## src/dds_serial_defs.vh

```
// Register addresses, field positions, reset values and timing for the serial register bank
`ifndef DDS_SERIAL_DEFS_VH
`define DDS_SERIAL_DEFS_VH
`define ADDR_CONTROL_FUNCTION_ONE 5'h00
`define ADDR_CONTROL_FUNCTION_TWO 5'h01
`define ADDR_AMPLITUDE_SCALE_FACTOR 5'h02
`define ADDR_AMPLITUDE_RAMP_RATE 5'h03
`define ADDR_FREQUENCY_TUNING_WORD 5'h04
`define ADDR_PHASE_OFFSET_WORD 5'h05
`define RESET_CONTROL_FUNCTION_ONE 32'h00000000
`define RESET_CONTROL_FUNCTION_TWO 24'h000000
`define RESET_AMPLITUDE_SCALE_FACTOR 16'h0000
`define RESET_AMPLITUDE_RAMP_RATE 8'h00
`define RESET_FREQUENCY_TUNING_WORD 32'h00000000
`define RESET_PHASE_OFFSET_WORD 16'h0000
`define BIT_LSB_FIRST 8
`define BIT_SDIO_INPUT_ONLY 9
`define BIT_CLEAR_PHASE_ACCUM 10
`define MULT_MSB 7
`define MULT_LSB 3
`define BIT_VCO_GAIN 2
`define PUMP_MSB 1
`define PUMP_LSB 0
`define MULT_MIN 5'h04
`define MULT_MAX 5'h14
`define LOCK_TIME_US 1000
`define LOCK_CYCLES ((`LOCK_TIME_US * 100) / 1)
`endif

```

## src/pin_sync.v

```verilog
// Three-stage input synchroniser that accepts a change once stages two and three agree
`timescale 1ns/10ps
`default_nettype none
module pin_sync
(
  input wire clk,
  input wire reset,
  input wire resetValue,
  input wire pinIn,
  output reg pinOut
);
  reg stage1;
  reg stage2;
  reg stage3;
  always @(posedge clk)
  begin
    if (reset)
    begin
      stage1 <= resetValue;
      stage2 <= resetValue;
      stage3 <= resetValue;
      pinOut <= resetValue;
    end
    else
    begin
      stage1 <= pinIn;
      stage2 <= stage1;
      stage3 <= stage2;
      if (stage2 == stage3)
      begin
        pinOut <= stage3;
      end
    end
  end
endmodule
`default_nettype wire

```

## src/dds_serial_control_registers.v

```verilog
// Serially programmed configuration register bank of a direct digital synthesizer
//
// Notes on behaviour
// Transfers run most significant bit first, or least significant bit first when that bit is set.
// Read data leaves on the shared data pin in two-wire mode or on the separate output pin in three-wire mode.
// Every register can be written and read back over the serial port.
// The address in the instruction byte picks one of six registers at 0x00 through 0x05.
// A multiplier field of 0 to 3 bypasses the multiplier and 4 to 20 multiplies by that value.
// The low byte of control function two also holds the oscillator gain bit and a two-bit pump current field.
// The ramp rate register is one eight-bit step interval value.
// Chip select and port resync are optional host pins that frame or restart a transfer.
// After reset every register reads as zero.
// A multiplier value outside 4 to 20 bypasses the multiplier and powers it down.
// The host waits about one millisecond after a multiplier change before trusting the system clock.
// Accumulator clear is held active after reset until the first update strobe loads the working copy.
`timescale 1ns/10ps
`default_nettype none
`include "dds_serial_defs.vh"
module dds_serial_control_registers
#(
  parameter LOCK_CYCLES = `LOCK_CYCLES
)
(
  input wire clk,
  input wire reset,
  input wire serialClockPin,
  input wire serialDataIn,
  output reg serialDataOut,
  output reg serialDataOutEn,
  output reg serial_data_out_pin,
  input wire chip_select_low_pin,
  input wire port_resync_pin,
  input wire ioUpdatePin,
  output reg [31:0] controlOne,
  output reg [23:0] controlTwo,
  output reg [15:0] amplitudeScale,
  output reg [7:0] rampRate,
  output reg [31:0] tuningWord,
  output reg [15:0] phaseOffset,
  output reg [4:0] multiplierValue,
  output reg multiplierEnable,
  output reg vcoGain,
  output reg [1:0] pumpCurrent,
  output reg clearPhaseAccum,
  output reg multiplierLocked
);
  // ----------------------------------------------------------------
  // Pin synchronisers
  // ----------------------------------------------------------------
  wire sclkS;
  wire sdiS;
  wire csS;
  wire resyncS;
  wire updS;
  pin_sync uSclk (.clk(clk), .reset(reset), .resetValue(1'b0), .pinIn(serialClockPin), .pinOut(sclkS));
  pin_sync uSdi (.clk(clk), .reset(reset), .resetValue(1'b0), .pinIn(serialDataIn), .pinOut(sdiS));
  pin_sync uCs (.clk(clk), .reset(reset), .resetValue(1'b0), .pinIn(chip_select_low_pin), .pinOut(csS));
  pin_sync uRs (.clk(clk), .reset(reset), .resetValue(1'b0), .pinIn(port_resync_pin), .pinOut(resyncS));
  pin_sync uUpd (.clk(clk), .reset(reset), .resetValue(1'b0), .pinIn(ioUpdatePin), .pinOut(updS));

  function [5:0] regBits;
    input [4:0] a;
    begin
      case (a)
        `ADDR_CONTROL_FUNCTION_ONE: regBits = 6'd32;
        `ADDR_CONTROL_FUNCTION_TWO: regBits = 6'd24;
        `ADDR_AMPLITUDE_SCALE_FACTOR: regBits = 6'd16;
        `ADDR_AMPLITUDE_RAMP_RATE: regBits = 6'd8;
        `ADDR_FREQUENCY_TUNING_WORD: regBits = 6'd32;
        `ADDR_PHASE_OFFSET_WORD: regBits = 6'd16;
        default: regBits = 6'd8;
      endcase
    end
  endfunction

  // ----------------------------------------------------------------
  // Buffered registers and serial engine
  // ----------------------------------------------------------------
  localparam ST_INSTR = 2'd0;
  localparam ST_DATA = 2'd1;
  reg [1:0] state_q;
  reg sclkPrev_q;
  reg updPrev_q;
  reg [5:0] bitCnt_q;
  reg [7:0] instr_q;
  reg [31:0] shift_q;
  reg [31:0] buf1_q;
  reg [23:0] buf2_q;
  reg [15:0] bufAsf_q;
  reg [7:0] bufArr_q;
  reg [31:0] bufFtw_q;
  reg [15:0] bufPow_q;
  reg [4:0] multPrev_q;
  reg [31:0] lockCnt_q;
  reg [31:0] readWord;
  reg [5:0] dataBits;
  reg [5:0] outIdx;
  wire sclkRise = sclkS & ~sclkPrev_q;
  wire sclkFall = ~sclkS & sclkPrev_q;
  wire abort = csS | resyncS;
  // Port format takes effect on the update strobe, like every other setting
  wire lsbFirst = controlOne[`BIT_LSB_FIRST];
  wire threeWire = controlOne[`BIT_SDIO_INPUT_ONLY];
  wire [4:0] addr = instr_q[4:0];
  wire isRead = instr_q[7];
  wire [7:0] instrNext = lsbFirst ? {sdiS, instr_q[7:1]} : {instr_q[6:0], sdiS};
  wire [4:0] multField = controlTwo[`MULT_MSB:`MULT_LSB];

  always @*
  begin
    dataBits = regBits(addr);
    case (addr)
      `ADDR_CONTROL_FUNCTION_ONE: readWord = buf1_q;
      `ADDR_CONTROL_FUNCTION_TWO: readWord = {8'h00, buf2_q};
      `ADDR_AMPLITUDE_SCALE_FACTOR: readWord = {16'h0000, bufAsf_q};
      `ADDR_AMPLITUDE_RAMP_RATE: readWord = {24'h000000, bufArr_q};
      `ADDR_FREQUENCY_TUNING_WORD: readWord = bufFtw_q;
      `ADDR_PHASE_OFFSET_WORD: readWord = {16'h0000, bufPow_q};
      default: readWord = 32'h00000000;
    endcase
    outIdx = lsbFirst ? bitCnt_q : dataBits - 6'd1 - bitCnt_q;
  end

  always @(posedge clk)
  begin
    if (reset)
    begin
      state_q <= ST_INSTR;
      sclkPrev_q <= 1'b0;
      updPrev_q <= 1'b0;
      bitCnt_q <= 6'd0;
      instr_q <= 8'h00;
      shift_q <= 32'h00000000;
      buf1_q <= `RESET_CONTROL_FUNCTION_ONE;
      buf2_q <= `RESET_CONTROL_FUNCTION_TWO;
      bufAsf_q <= `RESET_AMPLITUDE_SCALE_FACTOR;
      bufArr_q <= `RESET_AMPLITUDE_RAMP_RATE;
      bufFtw_q <= `RESET_FREQUENCY_TUNING_WORD;
      bufPow_q <= `RESET_PHASE_OFFSET_WORD;
      serialDataOut <= 1'b0;
      serialDataOutEn <= 1'b0;
      serial_data_out_pin <= 1'b0;
    end
    else
    begin
      sclkPrev_q <= sclkS;
      if (abort)
      begin
        state_q <= ST_INSTR;
        bitCnt_q <= 6'd0;
        serialDataOutEn <= 1'b0;
      end
      else
      begin
        case (state_q)
          ST_INSTR:
          begin
            if (sclkRise)
            begin
              instr_q <= instrNext;
              shift_q <= 32'h00000000;
              if (bitCnt_q == 6'd7)
              begin
                bitCnt_q <= 6'd0;
                state_q <= ST_DATA;
              end
              else
              begin
                bitCnt_q <= bitCnt_q + 6'd1;
              end
            end
          end
          ST_DATA:
          begin
            if (isRead && sclkFall)
            begin
              serialDataOut <= readWord[outIdx[4:0]];
              serial_data_out_pin <= readWord[outIdx[4:0]];
              serialDataOutEn <= ~threeWire;
            end
            if (sclkRise)
            begin
              if (!isRead)
              begin
                shift_q[outIdx[4:0]] <= sdiS;
              end
              if (bitCnt_q == dataBits - 6'd1)
              begin
                bitCnt_q <= 6'd0;
                state_q <= ST_INSTR;
                serialDataOutEn <= 1'b0;
                if (!isRead)
                begin
                  case (addr)
                    `ADDR_CONTROL_FUNCTION_ONE: buf1_q <= shift_q;
                    `ADDR_CONTROL_FUNCTION_TWO: buf2_q <= shift_q[23:0];
                    `ADDR_AMPLITUDE_SCALE_FACTOR: bufAsf_q <= shift_q[15:0];
                    `ADDR_AMPLITUDE_RAMP_RATE: bufArr_q <= shift_q[7:0];
                    `ADDR_FREQUENCY_TUNING_WORD: bufFtw_q <= shift_q;
                    `ADDR_PHASE_OFFSET_WORD: bufPow_q <= shift_q[15:0];
                    default: bufArr_q <= bufArr_q;
                  endcase
                end
              end
              else
              begin
                bitCnt_q <= bitCnt_q + 6'd1;
              end
            end
          end
          default: state_q <= ST_INSTR;
        endcase
      end
      // Last bit may land in the same cycle as commit; merge it in
      if (!abort && state_q == ST_DATA && sclkRise && !isRead && bitCnt_q == dataBits - 6'd1)
      begin
        case (addr)
          `ADDR_CONTROL_FUNCTION_ONE: buf1_q[outIdx[4:0]] <= sdiS;
          `ADDR_CONTROL_FUNCTION_TWO: buf2_q[outIdx[4:0]] <= sdiS;
          `ADDR_AMPLITUDE_SCALE_FACTOR: bufAsf_q[outIdx[3:0]] <= sdiS;
          `ADDR_AMPLITUDE_RAMP_RATE: bufArr_q[outIdx[2:0]] <= sdiS;
          `ADDR_FREQUENCY_TUNING_WORD: bufFtw_q[outIdx[4:0]] <= sdiS;
          `ADDR_PHASE_OFFSET_WORD: bufPow_q[outIdx[3:0]] <= sdiS;
          default: bufArr_q <= bufArr_q;
        endcase
      end
      updPrev_q <= updS;
    end
  end

  // ----------------------------------------------------------------
  // Active registers loaded on the update strobe
  // ----------------------------------------------------------------
  always @(posedge clk)
  begin
    if (reset)
    begin
      controlOne <= `RESET_CONTROL_FUNCTION_ONE;
      controlTwo <= `RESET_CONTROL_FUNCTION_TWO;
      amplitudeScale <= `RESET_AMPLITUDE_SCALE_FACTOR;
      rampRate <= `RESET_AMPLITUDE_RAMP_RATE;
      tuningWord <= `RESET_FREQUENCY_TUNING_WORD;
      phaseOffset <= `RESET_PHASE_OFFSET_WORD;
      clearPhaseAccum <= 1'b1;
      multiplierValue <= 5'h00;
      multiplierEnable <= 1'b0;
      vcoGain <= 1'b0;
      pumpCurrent <= 2'b00;
      multPrev_q <= 5'h00;
      lockCnt_q <= 32'h00000000;
      multiplierLocked <= 1'b0;
    end
    else
    begin
      if (updS && !updPrev_q)
      begin
        controlOne <= buf1_q;
        controlTwo <= buf2_q;
        amplitudeScale <= bufAsf_q;
        rampRate <= bufArr_q;
        tuningWord <= bufFtw_q;
        phaseOffset <= bufPow_q;
        clearPhaseAccum <= buf1_q[`BIT_CLEAR_PHASE_ACCUM];
      end
      // Bypassed multiplier is powered down, so its value is forced to zero
      multiplierEnable <= (multField >= `MULT_MIN) && (multField <= `MULT_MAX);
      multiplierValue <= ((multField >= `MULT_MIN) && (multField <= `MULT_MAX)) ? multField : 5'h00;
      vcoGain <= controlTwo[`BIT_VCO_GAIN];
      pumpCurrent <= controlTwo[`PUMP_MSB:`PUMP_LSB];
      multPrev_q <= multField;
      // Lock status is only a hint for the host's settling wait
      if (multField != multPrev_q)
      begin
        lockCnt_q <= 32'h00000000;
        multiplierLocked <= 1'b0;
      end
      else if (lockCnt_q >= LOCK_CYCLES - 1)
      begin
        multiplierLocked <= 1'b1;
      end
      else
      begin
        lockCnt_q <= lockCnt_q + 32'h00000001;
      end
    end
  end
endmodule
`default_nettype wire

```

## config.mk

```make
export PLATFORM = sky130hd
export DESIGN_NAME = dds_serial_control_registers
export DESIGN_NICKNAME = d
export VERILOG_FILES = /design/src/pin_sync.v /design/src/dds_serial_control_registers.v
export VERILOG_INCLUDE_DIRS = /design/src
export SDC_FILE = /design/constraint.sdc
export NUM_CORES = 1
export LEC_CHECK = 0
export BUFFER_PORTS_ARGS = -buffer_cell sky130_fd_sc_hd__buf_2
export CAP_MARGIN = 20
export CORE_ASPECT_RATIO = 0.7
export CORE_MARGIN = 2
export CORE_UTILIZATION = 30
export DETAILED_ROUTE_END_ITERATION = 16
export SYNTH_ARGS = -nofsm -noshare
export SYNTH_HDL_FRONTEND = slang
export SYNTH_SLANG_ARGS = --single-unit
```

## constraint.sdc

```tcl
create_clock -name clk -period 2.95 [get_ports clk]
set_input_delay 0.1475 -clock clk [delete_from_list [all_inputs] [get_ports clk]]
set_output_delay 0.1475 -clock clk [all_outputs]
set_load 0.01 [all_outputs]
```

# ---- Yosys cells after proc, flatten, opt, wreduce, memory -nomap -nowiden
# Index checks and enable logic that the tools add are counted.
dict set report classes {
  add_sub_neg 4
  n_lt_le_gt_ge 9
  eq_ne 20
  mux 90
  bitwise 8
  reduce_logical 27
}
# cell n
set op_table {}
lappend op_table {{$mux 32} 21}
lappend op_table {{$mux 16} 18}
lappend op_table {{$mux 24} 9}
lappend op_table {{$pmux 32 s6} 1}
lappend op_table {{$bwmux 32} 3}
lappend op_table {{$mux 8} 9}
lappend op_table {{$pmux 32 s2} 1}
lappend op_table {{$add 32x1->32 const B} 1}
lappend op_table {{$bwmux 16} 2}
lappend op_table {{$ge 32x17->1 const B} 1}
lappend op_table {{$bwmux 24} 1}
lappend op_table {{$mux 6} 4}
lappend op_table {{$pmux 6 s3} 1}
lappend op_table {{$pmux 8 s2} 1}
lappend op_table {{$pmux 6 s2} 1}
lappend op_table {{$eq 5x2->1 const B} 2}
lappend op_table {{$eq 5x3->1 const B} 2}
lappend op_table {{$logic_and 1x1->1} 10}
lappend op_table {{$reduce_or 2->1} 5}
lappend op_table {{$reduce_and 3->1} 3}
lappend op_table {{$bwmux 8} 1}
lappend op_table {{$mux 2} 4}
lappend op_table {{$ne 2x2->1 const B} 4}
lappend op_table {{$mux 1} 7}
lappend op_table {{other kinds (35)} 46}
dict set report word_totals {
  reg_bits 376
  input_bits 7
  output_inout_bits 142
  word_cells 206
}

# ---- Depth between registers and ports, before layout
dict set report depth {
  word_depth 14
  depth_mapped 12
}

# ---- Hierarchy
# From an unflattened synthesis, not the netlist that was laid out.
dict set report hier_totals {
  hier_cells 1834
  hier_area_um2 15727.6
}
# module instances cells_each area_per_inst_um2
set modules_own_cells {}
lappend modules_own_cells {dds_serial_control_registers 1 1759 14995.6}
lappend modules_own_cells {pin_sync 5 15 146.4}

# ---- Worst setup path after synthesis
# OpenSTA, ideal clock, no wires.
dict set report synth_timing {
  kind {reg2reg}
  from {register instr_q[0]}
  to {register buf1_q[8]}
  t_arrival_ps 2673
  required_ps 2813
  slack_ps 140
  path_stages_with_launch 13
  synth_period_minus_slack_ps 2810
  cell_sequence {dfxtp_1 -> nor2b_1 -> clkbuf_1 -> nor2_1 -> ha_1 -> nor4_1 -> o21ai_0 -> and3_1 -> buf_6 -> buf_6 -> nor3_2 -> mux2i_1 -> a211oi_1}
}
dict set report synth_via {
  elab_chain_cells 13
  word_cells_on_any_way 28
}
# element line
set synth_lines {}
lappend synth_lines {{start, declared} dds_serial_control_registers.v:85} ;# reg [7:0] instr_q;
lappend synth_lines {{start signal, assigned} dds_serial_control_registers.v:160} ;# instr_q <= instrNext;
lappend synth_lines {{$eq 5x3->1, or another cell as far along} dds_serial_control_registers.v:64} ;# case (a)
lappend synth_lines {{$reduce_or 2->1 (no source line)} --}
lappend synth_lines {{$pmux 6 s3} dds_serial_control_registers.v:64}
lappend synth_lines {{$sub 6x1->6} {dds_serial_control_registers.v:187, dds_serial_control_registers.v:215}}
lappend synth_lines {{$sub 5x5->5 or $eq 6x6->1 (tied branches)} {dds_serial_control_registers.v:121, dds_serial_control_registers.v:187, dds_serial_control_registers.v:215}}
lappend synth_lines {{$mux 5 or $mux 32 (tied branches)} {dds_serial_control_registers.v:121, dds_serial_control_registers.v:187}}
lappend synth_lines {{$lt 5x6->1 (implied by the code), or another cell as far along} dds_serial_control_registers.v:218} ;# `ADDR_CONTROL_FUNCTION_ONE: buf1_q[outIdx[4:0]] <= sdiS;
lappend synth_lines {{$logic_and 1x1->1 (implied by the code) or $mux 32 (tied branches)} {dds_serial_control_registers.v:218, dds_serial_control_registers.v:155}}
lappend synth_lines {{$mux 1 (implied by the code) or $mux 32 (tied branches)} {dds_serial_control_registers.v:218, dds_serial_control_registers.v:147}}
lappend synth_lines {{$demux 1 s5 or $mux 32 (tied branches)} {dds_serial_control_registers.v:218, dds_serial_control_registers.v:126}}
lappend synth_lines {{$bwmux 32} dds_serial_control_registers.v:218}
lappend synth_lines {{$mux 32} dds_serial_control_registers.v:217} ;# case (addr)
lappend synth_lines {{$mux 32 (*)} dds_serial_control_registers.v:215} ;# if (!abort && state_q == ST_DATA && sclkRise && !isRead && bitCnt_q == dataBits - 6'd1)
lappend synth_lines {{end signal, assigned} dds_serial_control_registers.v:134} ;# buf1_q <= `RESET_CONTROL_FUNCTION_ONE;
lappend synth_lines {{end signal, assigned} dds_serial_control_registers.v:195} ;# `ADDR_CONTROL_FUNCTION_ONE: buf1_q <= shift_q;
lappend synth_lines {{end signal, assigned by index} dds_serial_control_registers.v:218}
lappend synth_lines {{end, declared} dds_serial_control_registers.v:87} ;# reg [31:0] buf1_q;
# Mark *: on every way between the ends. The rest lies on a longest branch, timed or not. The select of a mux whose other input is x is not followed.
# A chain may end at the register's enable or synchronous reset.

# ---- Worst setup path in the final report
dict set report layout_timing {
  from {register instr_q[2]}
  to {register buf1_q[19]}
}
# Same word-level chain as after synthesis.

==> impl_results.md <==
* Fillcell total at 5136
* Unique masters post-synth at 73
* Yosys top cell area share at 48.2%
* Post-DRT Antenna Nets at 0
* Core area at 51000 sq um
* Area grow syn2layout at 22.4%
* Syn. warnings at 0
* R2r startpoint: instr_q[2]
* Lkg Pwr at 6.80 nW
* CTS tree: done
* Post-Synthesis Cells at 1840
* Hold WS at 0.0167 ns
* Flops & latches, synth at 375
* Gpl congestion at 0.943
* CP max FO at 10
* Commonest cells post-synth: dfxtp_1, nand2_1, a21oi_1
* EDFF count, synth at 0
* CTS Sinks at 375
* Crit. Startpoint: instr_q[2]
* Post-route setup TNS at 0 ns
* Main synth FF type: dfxtp_1
* Asr flop ratio synth at 0%
* Total global routing overflow at 0
* Worst slew pin tran at 0.719 ns
* Post-CTS setup buffers at 0
* Vias in the first global route at 13512
* Root buffer cell: clkbuf_16
* Worst setup SP type: flop
* Routed WL per cell at 20.3 microns
* Syn_area_per_cell at 8.46 sq um
* Total power at 10.5 mW
* Max VDD drop at 0.299 mV
* Synthesized cell area at 15600 sq um
* HP Start: reset
* CTS max path bufs at 3
* Nets@finish at 2011
* Total wire length at 54.8 mm
* Drc violations at 0
* Initial antenna violation count at 0
* # port buffers at 148
* Critical path data required time at 3.37 ns
* Die Y at 195 microns
* Top-count cell post-synth: dfxtp_1
* Kind of critical path: flop to flop
* CP arrival at 3.37 ns
* Power Density at 552 nW/um^2
* Cell taking the most area after synthesis: dfxtp_1
* Detailed placement HPWL at 39.8 mm
* First-pass GRT wire length at 83.7 mm
* Crit share post-route at 100%
* Initial Util at 30.5%
* Reg2reg path depth at 10
* Vias at 14272
* IO Pins at 149
* Largest cells by area after synthesis: dfxtp_1, nand2_1, a21oi_1, a211oi_1, mux2i_1
* Die area at 53800 sq um
* RSZ-0062 raised after global routing: yes
* Slew Viols, Final at 0
* Worst setup EP type: flop
* Hold depth at 2
* Largest net degree at the start of global routing at 129
* DRT Pass-1 Iters at 5
* N_diodes at 0
* Worst hold path type: primary input to flop
* Final worst path period need at 2.95 ns
* Total Routing Usage GR at 20.0%
* # rows at 69
* Outcome: completed
* CTS clock-pin slew for the worst setup and hold paths at 0.06 ns
* DR vias/cell at 5.29
* Die width at 276 microns
* Num CTS Buffers at 40
* Initial drt markers at 1425
* Number of H-tree levels at 2
* Setup-failing EPs final at 0
* Slew HR at 52.1%
* MaxCap Viol Count at 0
* Max Clk Rate at 339 MHz
* Clk_lat worst skew at 0.58 ns
* Seq/Total Area, Yosys at 48.2%
* Final Hold Viols at 0
* Layout cells sized above 1 at 18.7%
* Syn nets at 1850
* Clock skew at 0.0219 ns
## sequential cells by signal (all words and copies together) (netlist names), 16 cells and up
register / cells
controlOne: 32
buf1_q: 32
phaseOffset: 16
controlTwo: 24
lockCnt_q: 32
shift_q: 32
bufFtw_q: 32
tuningWord: 32
bufPow_q: 16
buf2_q: 24
bufAsf_q: 16
amplitudeScale: 16
## worst max-delay path, cell delays in order, from the launching register on
cell and delay [ns]:
dfxtp_2 0.34, a211o_1 0.34, nor2_2 0.14, ha_1 0.19, a211oi_1 0.07, or4b_4 0.58
and3_4 0.25, o21ai_0 0.24, mux2i_1 0.39, buf_4 0.20, a211oi_1 0.07
## cell families (layout without fill, tap and decap cells)
| kind of cell | count (synthesis) | count (layout) | synth area share, % |
|---|---|---|---|
| AND/OR/NAND/NOR | 720 | 720 | 20.4 |
| flip-flops | 375 | 375 | 48.2 |
| adder cells (fa/ha/maj) | 3 | 3 | 0.241 |
| XOR/XNOR | 26 | 26 | 1.46 |
| buffers and inverters | 154 | 340 | 4.03 |
| multiplexers | 88 | 88 | 6.07 |
| AO/OA/AOI/OAI | 474 | 474 | 19.6 |
## path summary, 6_finish.rpt
kind	endpoint	slack, ns
max reg2reg	buf1_q[19]	0.001
max	buf1_q[19]	0.001
min	pumpCurrent[0]	0.02
min reg2reg	tuningWord[24]	0.45
## per-stage QoR
step	instances	cell area (sq um)	util, %	setup slack [ns]
6_report	2700	19100	37.4	0.00105
5_1_grt	2700	19100	37.4	-0.0139
4_1_cts	2700	19000	37.3	0.0449
3_5_place_dp	2628	17600	34.5	-0.156
3_3_place_gp	2628	17600	34.5	-0.153
2_1_floorplan	1840	15600	-	0.140
## cells in the final DEF, fill, tap and decap left out, types with 7 or more instances in the layout
master,count
a221oi_1,18
nor4_1,7
buf_4,103
a31oi_1,18
nor2b_1,29
dfxtp_1,374
o31ai_1,14
o21ai_0,29
nand2_1,369
nand3_1,32
clkbuf_16,42
o21ai_1,7
and2_1,24
nand2b_1,8
xnor2_1,19
xor2_1,7
a211oi_1,114
nand4_1,9
a21o_1,8
mux2_2,11
o211ai_1,20
o21a_1,7
nor3_1,24
a21oi_1,195
buf_2,147
mux2i_1,67
nor2_1,158
or3_1,9
buf_12,11
## routing by layer
metal  up-vias  wire [microns]  GRT usage [%]
met5         -               0              0
met4         0            1070           5.40
met3        66            5240           5.34
met2       523           23000           29.6
met1      6901           25500           28.5
li1       6782               -              -
## report_power, final
| group | internal, mW | switching, mW | leakage, nW |
|---|---|---|---|
| Clock | 3.14 | 2.12 | 0.667 |
| Combinational | 0.0473 | 0.130 | 3.11 |
| Sequential | 5.08 | 0.00922 | 3.02 |
| Total | 8.26 | 2.26 | 6.80 |
## area by class of cell
type	instances	area (sq um)	share of cell area [%]
Inverter	6	22.5	0.118
Tap cell	674	843	4.42
Multi-Input combinational cell	1311	7540	39.6
Timing Repair Buffer	267	1790	9.41
Clock inverter	15	223	1.17
Clock buffer	52	1130	5.92
Sequential cell	375	7510	39.4
## timing repair
| item | in CTS | in global routing |
|---|---|---|
| hold endpoints to repair | 5 | 0 |
| hold buffers | 5 | 0 |
| gates resized for setup | 7 | 9 |
| endpoints found under the setup margin | 21 | 80 |
Note: power is estimated with default switching activity, not from simulation.
